**config.mk**
```make
export PLATFORM = sky130hd
export DESIGN_NAME = lscl_regs
export DESIGN_NICKNAME = d
export VERILOG_FILES = /design/src/lscl_pkg.sv /design/src/lscl_link_combine.sv /design/src/lscl_regs.sv
export VERILOG_INCLUDE_DIRS = /design/src
export SDC_FILE = /design/constraint.sdc
export NUM_CORES = 1
export LEC_CHECK = 0
export ABC_AREA = 1
export BUFFER_PORTS_ARGS = -buffer_cell sky130_fd_sc_hd__buf_4
export CAP_MARGIN = 30
export CORE_MARGIN = 3
export CORE_UTILIZATION = 40
export DETAILED_ROUTE_END_ITERATION = 8
export HOLD_SLACK_MARGIN = 0.06
export PLACE_DENSITY = 0.72
export SLEW_MARGIN = 20
export SYNTH_ARGS = -nofsm -noshare
export SYNTH_HDL_FRONTEND = slang
export SYNTH_HIERARCHICAL = 1
export SYNTH_SLANG_ARGS = --single-unit
```
**constraint.sdc**
```tcl
create_clock -name mclk -period 2.5 [get_ports mclk]
set_clock_uncertainty 0.2 [all_clocks]
set_input_delay 0.25 -clock mclk [delete_from_list [all_inputs] [get_ports mclk]]
set_output_delay 0.25 -clock mclk [all_outputs]
set_load 0.02 [all_outputs]
```
**src/lscl_map.svh**
```systemverilog
/*
  Constants for the low-side configuration and loopback register bank:
  management address, register offsets, field positions, reset values,
  the read-as-zero bit mask, lane count and synchroniser depth.
  Assumes inclusion by bare name from the package and the design files.
*/
`ifndef LSCL_MAP_SVH
`define LSCL_MAP_SVH

`define LSCL_DEVAD            5'h1E
`define LSCL_OFS_LOOPBACK     16'h000B
`define LSCL_OFS_CONFIG       16'h000C

`define LSCL_LOOPBACK_RESET   16'h0D10
`define LSCL_CONFIG_RESET     16'h0330

`define LSCL_BIT_DEEP_LOOP    3
`define LSCL_BIT_NEAR_LOOP    0

`define LSCL_BIT_SEL_HI       13
`define LSCL_BIT_SEL_LO       12
`define LSCL_BIT_LOS_IGNORE   5
`define LSCL_BIT_LOCK_IGNORE  4
`define LSCL_BIT_REALIGN      2

`define LSCL_CONFIG_RAZ_MASK  16'h0C08
`define LSCL_LANES            4
`define LSCL_SYNC_STAGES      2

`endif

```
**src/lscl_pkg.sv**
```systemverilog
/*
  Types for the low-side configuration and loopback register bank.
  Assumes lscl_map.svh is on the include path.
*/
`include "lscl_map.svh"

package lscl_pkg;

  typedef logic [15:0] lscl_word_t;
  typedef logic [`LSCL_LANES-1:0] lscl_lanes_t;

  // one management access, as handed over by the frame decoder
  typedef struct packed {
    logic       wr;
    logic       rd;
    logic [4:0] devad;
    lscl_word_t addr;
    lscl_word_t wdata;
  } lscl_mgmt_req_s;

  // settings that steer the link status logic
  typedef struct packed {
    logic [1:0] lane_sel;
    logic       los_ignore;
    logic       lock_ignore;
  } lscl_mon_cfg_s;

  // raw per-lane state from the low-side serdes
  typedef struct packed {
    lscl_lanes_t los;
    lscl_lanes_t aligned;
    logic        pll_lock;
  } lscl_serdes_s;

  typedef enum logic [1:0] {
    LSCL_RD_NONE,
    LSCL_RD_LOOPBACK,
    LSCL_RD_CONFIG
  } lscl_rsel_e;

endpackage : lscl_pkg

```
**src/lscl_link_combine.sv**
```systemverilog
/*
  Link status combiner: merges the unmasked low-side sources into one
  link status level and picks the lane whose state feeds the status word.
  Assumes all inputs are already synchronous to mclk.
*/
`timescale 1ns/100ps
`default_nettype none

module lscl_link_combine
  import lscl_pkg::*;
(
  input  wire logic          mclk,
  input  wire logic          rst_n,
  input  wire lscl_mon_cfg_s cfg,
  input  wire lscl_serdes_s  serdes,
  input  wire lscl_lanes_t   lane_enable,
  output logic               link_status,
  output logic               lane_status_bit
);

  logic los_clean;
  logic lock_ok;
  logic link_d;
  logic lane_d;
  logic link_q;
  logic lane_q;

  // only enabled lanes may pull the link down on signal loss
  assign los_clean = ~|(serdes.los & lane_enable);
  assign lock_ok   = serdes.pll_lock;
  assign link_d    = (cfg.los_ignore  | los_clean)
                   & (cfg.lock_ignore | lock_ok);
  assign lane_d    = serdes.aligned[cfg.lane_sel];

  always_ff @(posedge mclk) begin
    if (!rst_n) begin
      link_q <= 1'b0;
      lane_q <= 1'b0;
    end else begin
      link_q <= link_d;
      lane_q <= lane_d;
    end
  end

  assign link_status     = link_q;
  assign lane_status_bit = lane_q;

endmodule // lscl_link_combine

`default_nettype wire

```
**src/lscl_regs.sv**
```systemverilog
/*
  Low-side configuration and loopback register bank: the loopback and
  test-pattern control word and the low-side configuration word, reached
  through the management register port, with the loopback enables, the
  realign force and the link status they steer.
  Assumes a management frame decoder on mclk that presents one access per
  request pulse, and serdes status pins asynchronous to mclk.

  // Summary of operation
  // - loopback word bit 3 set enables deep remote loopback, clear is normal.
  // - loopback word bit 0 set enables shallow local loopback, clear is normal.
  // - both loopback enables are zero after reset.
  // - config bits 13:12 pick lane 0 to 3 for status word bit 14, reset 00.
  // - config bit 5 clear lets enabled-lane signal loss feed link status, reset 1.
  // - config bit 4 clear lets pll lock feed link status, reset 1.
  // - config bit 2 set forces the link monitor to realign lanes, reset 0.
  // - the config word sits at register 0x000C of device 0x1E, reset 0x0330.
  // - config bits 11:10 and 3 always read zero whatever was written.
  // - config bits 9:8 reset to 11 and software keeps reserved fields intact.
*/
`timescale 1ns/100ps
`default_nettype none

`include "lscl_map.svh"

module lscl_regs
  import lscl_pkg::*;
#(
  parameter logic [4:0] DEVAD       = `LSCL_DEVAD,
  parameter int         SYNC_STAGES = `LSCL_SYNC_STAGES
)
(
  input  wire logic           mclk,
  input  wire logic           rst_n,
  input  wire lscl_mgmt_req_s mgmt_req,
  output logic                mgmt_ack,
  output logic                mgmt_rvalid,
  output lscl_word_t          mgmt_rdata,
  input  wire lscl_serdes_s   serdes_pins,
  input  wire lscl_lanes_t    lane_enable,
  output logic                deep_far_loop_en,
  output logic                near_side_loop_en,
  output logic                monitor_realign_force,
  output logic                link_status,
  output logic                lane_status_bit,
  output logic [1:0]          lane_status_select
);

  if (SYNC_STAGES < 2) begin : g_bad_sync
    $error("lscl_regs: SYNC_STAGES must be at least 2");
  end
  if (DEVAD > 5'h1F) begin : g_bad_devad
    $error("lscl_regs: DEVAD out of range");
  end

  localparam int SW = $bits(lscl_serdes_s);

  // writable bits of the config word; read-as-zero bits never store
  function automatic lscl_word_t cfg_store(input lscl_word_t wd);
    cfg_store = wd & ~`LSCL_CONFIG_RAZ_MASK;
  endfunction

  // decode one register offset within this device
  function automatic logic ofs_hit(input lscl_mgmt_req_s r,
                                   input lscl_word_t ofs);
    ofs_hit = (r.devad == DEVAD) && (r.addr == ofs);
  endfunction

  lscl_word_t     loop_q;
  lscl_word_t     loop_d;
  lscl_word_t     cfg_q;
  lscl_word_t     cfg_d;
  lscl_word_t     rdata_q;
  lscl_word_t     rdata_d;
  logic           rvalid_q;
  lscl_rsel_e     rsel;
  logic           dev_hit;
  logic           hit_loop;
  logic           hit_cfg;
  logic           wr_loop;
  logic           wr_cfg;
  logic           rd_any;
  lscl_mon_cfg_s  mon_cfg;
  lscl_serdes_s   serdes_sync;
  logic [SW-1:0]  sync_q [SYNC_STAGES];

  // request decode
  assign dev_hit  = (mgmt_req.devad == DEVAD);
  assign hit_loop = ofs_hit(mgmt_req, `LSCL_OFS_LOOPBACK);
  assign hit_cfg  = ofs_hit(mgmt_req, `LSCL_OFS_CONFIG);
  assign wr_loop  = mgmt_req.wr & hit_loop;
  assign wr_cfg   = mgmt_req.wr & hit_cfg;
  assign rd_any   = mgmt_req.rd & dev_hit;

  // a request for another device address is left to its own bank
  assign mgmt_ack = (mgmt_req.wr | mgmt_req.rd) & dev_hit;

  assign rsel = !rd_any  ? LSCL_RD_NONE     :
                hit_loop ? LSCL_RD_LOOPBACK :
                hit_cfg  ? LSCL_RD_CONFIG   : LSCL_RD_NONE;

  // whole word stored; test-pattern fields are held for their consumers
  assign loop_d = wr_loop ? mgmt_req.wdata : loop_q;
  // reserved 9:8, 15:14, 7:6, 1:0 keep what software writes back
  assign cfg_d  = wr_cfg ? cfg_store(mgmt_req.wdata) : cfg_q;

  always_comb begin
    unique case (rsel)
      LSCL_RD_LOOPBACK: rdata_d = loop_q;
      LSCL_RD_CONFIG:   rdata_d = cfg_q & ~`LSCL_CONFIG_RAZ_MASK;
      LSCL_RD_NONE:     rdata_d = 16'h0000;
    endcase
  end

  always_ff @(posedge mclk) begin
    if (!rst_n) begin
      loop_q <= `LSCL_LOOPBACK_RESET;
      cfg_q  <= `LSCL_CONFIG_RESET;
    end else begin
      loop_q <= loop_d;
      cfg_q  <= cfg_d;
    end
  end

  // read answer one edge after the request; unmapped offsets read zero
  always_ff @(posedge mclk) begin
    if (!rst_n) begin
      rdata_q  <= 16'h0000;
      rvalid_q <= 1'b0;
    end else begin
      rdata_q  <= rd_any ? rdata_d : rdata_q;
      rvalid_q <= rd_any;
    end
  end

  assign mgmt_rdata  = rdata_q;
  assign mgmt_rvalid = rvalid_q;

  // serdes status is analog-side and free running, so it is synchronised
  always_ff @(posedge mclk) begin
    if (!rst_n) begin
      for (int i = 0; i < SYNC_STAGES; i++) begin
        sync_q[i] <= '0;
      end
    end else begin
      sync_q[0] <= serdes_pins;
      for (int i = 1; i < SYNC_STAGES; i++) begin
        sync_q[i] <= sync_q[i-1];
      end
    end
  end

  assign serdes_sync = sync_q[SYNC_STAGES-1];

  // fields that steer the block
  assign deep_far_loop_en      = loop_q[`LSCL_BIT_DEEP_LOOP];
  assign near_side_loop_en     = loop_q[`LSCL_BIT_NEAR_LOOP];
  assign monitor_realign_force = cfg_q[`LSCL_BIT_REALIGN];
  assign lane_status_select    = cfg_q[`LSCL_BIT_SEL_HI:`LSCL_BIT_SEL_LO];

  assign mon_cfg.lane_sel    = cfg_q[`LSCL_BIT_SEL_HI:`LSCL_BIT_SEL_LO];
  assign mon_cfg.los_ignore  = cfg_q[`LSCL_BIT_LOS_IGNORE];
  assign mon_cfg.lock_ignore = cfg_q[`LSCL_BIT_LOCK_IGNORE];

  // realign is a level; the monitor restarts alignment while it is held
  lscl_link_combine u_combine (
    .mclk            (mclk),
    .rst_n           (rst_n),
    .cfg             (mon_cfg),
    .serdes          (serdes_sync),
    .lane_enable     (lane_enable),
    .link_status     (link_status),
    .lane_status_bit (lane_status_bit)
  );

endmodule // lscl_regs

`default_nettype wire

```
==> impl_metrics.ini <==
[run_status]
status = completed

[placement]
port_buffers = 78
dp.cells = 514
dp_hpwl_um = 4270
gp_congestion = 0.732

[power]
netSwitchingPower_mw = 0.465
swShare = 0.210
p_seq_frac = 0.484
share_clk_of_total_power = 0.441
p_leak_nw = 1.88
p_int_mw = 1.75
combPwrFrac = 0.075
power.density_nw_per_um2 = 592
vdd.ir_drop.worst_uv = 292

[logic_synthesis]
synth_area_leaders = dfxtp_1 49%, nor2_1 11%, nand2_1 11%, inv_1 7.4%, o21ai_0 4.9%
ys_types = 19
synth.top_cell.area_share = 0.493
netlist_instances = 376
ys_ff_latch = 66
synth.net_count = 430
ys_seq_area_frac = 0.493
yosys.area.top_type = dfxtp_1
syn_area_per_cell_um2 = 7.13
ys_warn_count = 6
synth_area_um2 = 2680

[cells_and_area]
layout_common_cells = 80 x buf_4, 79 x nor2_1, 78 x nand2_1
syn_to_final_growth_pct = 39.9
drive_above_1_share = 0.227
final_core_util = 0.584
n_antenna_cell = 0
fin_cells = 557
final_common_cell = buf_4
final_nets = 529
fillCellCount = 597

[worst_setup_path]
worst_ep_arrival_time_ns = 1.76
startpoint_type = input port
path_max_fanout = 1
max_stage_delay_ns = 0.54
path_class = in -> reg
cp_slowest_cell = dlygate4sd3_1
worstPathCellList = dlygate4sd3_1 -> buf_4 -> nand2_1 -> nand2_1 -> dlygate4sd3_1 -> nor2_1 -> nor2_1 -> nor2_1
critical-path-top-delay-family = buffers and inverters
crit_top_cell = nor2_1
ff2ff_path_depth = 6
worstPathRequired_ns = 2.58
cp.buffers_inverters = 3
worst-path-stages = 8
end_kind = register

[sta]
rsz0062_at_grt = false
setup_tns_ns = 0
maxSlewViolCount = 0
fin_crit_sh = 0.671
max-slew-margin-rel = 0.625
worst-slew-pin-transition_ns = 0.562
hold_viol_final = 0
setup_viol = 0
min_period_ns = 1.68
fmaxAchievable_ghz = 0.596

[route]
drc_errors = 0
wl_per_cell_um = 11.6
routed_wirelength_um = 6470
drtPass1Iterations = 4
ant_nets = 0
wl_met1_um = 2790
drtIter0Drc = 142
vias_per_cell = 4.69
wl_met2_um = 3070
dr_wl_met3_um = 481
top_layer_used = met4
vias = 2610

[cts]
tritoncts = built
clockBufferDepth = 2
htreeDepth = 3
clkLatencyLatePin_ns = 0.34
cts_buffers = 9
clk_pin_slew_worst_paths_ns = 0.07
clock_tree.root_cell = clkbuf_8
cts.sinks = 66
cts_resized = 0

[global_route]
grt_pass1_wl_um = 10400
grt_max_degree = 64
overflow = 0
first_global_vias = 2424
antenna_found_initial = 0
track_usage = 0.174

[floorplan]
die_area_um2 = 7720
core_area_um2 = 6420
fp-row-count = 29
pin_count = 79
die_h_um = 87.9
die_x_um = 87.9
start_util = 0.418

[worst_hold_path]
whs_path_depth = 5
min-delay-path-class = in -> reg

[flow_run]
max_cap_viol_count = 0
==> cells in the mapped netlist, drive strengths merged <==
cell type	instances
a21oi	17
buf	11
clkbuf	8
dfxtp	66
inv	55
nand2	81
nand3	24
nand3b	1
nand4	1
nor2	85
nor3	1
o21ai	26
==> power by group through the flow <==
stage	sequential [mW]	combinational, mW	clock [mW]
floorplan	1.10	0.0453	0
global placement	1.10	0.131	0
detailed placement	1.10	0.133	0
CTS	1.07	0.167	0.994
global route	1.07	0.184	1.04
finish	1.07	0.167	0.978
==> metal layers <==
metal,track usage,vias to the layer above
li1,-,1332
met1,0.201,1183
met2,0.297,82
met3,0.0517,13
met4,0.0795,0
met5,0,-
==> final timing paths <==
| kind | slack [ns] | from | to |
|---|---|---|---|
| worst min-delay path | 0.08 | mgmt_req[37] | mgmt_rdata[11] |
| worst min register to register | 0.21 | sync_q[0][3] | sync_q[0][12] |
| worst max-delay path | 0.82 | lane_enable[3] | u_combine/link_status |
| worst max register to register | 1.07 | sync_q[0][17] | u_combine/link_status |
==> worst register-to-register path: cells and delay by family, from the launching register on <==
kind | cells | cell delay (ns)
buffers and inverters | 1 | 0.54
flip-flops | 1 | 0.32
AND/OR/NAND/NOR | 5 | 0.26
==> stage by stage <==
stage               area (µm²)  total power [mW]  worst slack (ns)  hold WS (ns)
finish                    3750              2.22             0.823        0.0815
global route              3750              2.30             0.650        0.0970
CTS                       3750              2.24             0.826        0.0621
detailed placement        3260              1.23             0.490         0.201
global placement          3260              1.23             0.559         0.193
floorplan                 2680              1.15             0.927         0.148
==> timing repair <==
item | CTS | global route
setup buffers | 0 | 0
endpoints found under the hold margin | 39 | 0
hold buffers | 27 | 0
==> state kept, by name, summed over array words and instances (netlist names) <==
register	count
sync_q	18
loop_q	16
mgmt_rdata	16
cfg_q	13
mgmt_rvalid	1
u_combine/lane_status_bit	1
u_combine/link_status	1
==> cell families (layout without fill, tap and decap cells) <==
group | Yosys count | count (layout) | share of synthesized area
compound gates | 43 | 43 | 0.0802
flops | 66 | 66 | 0.493
buf+inv | 74 | 178 | 0.120
simple gates | 193 | 193 | 0.307
==> area by class of cell <==
class	count	area [µm²]	share of cell area
clock buffers	11	141	0.0377
clock inverters	5	77.6	0.0207
inverters	55	206	0.0550
multi-input cells	236	1040	0.277
flip-flops and latches	66	1320	0.352
well taps	77	96.3	0.0257
repair buffers	107	871	0.232
(Power assumes the default switching activity.)
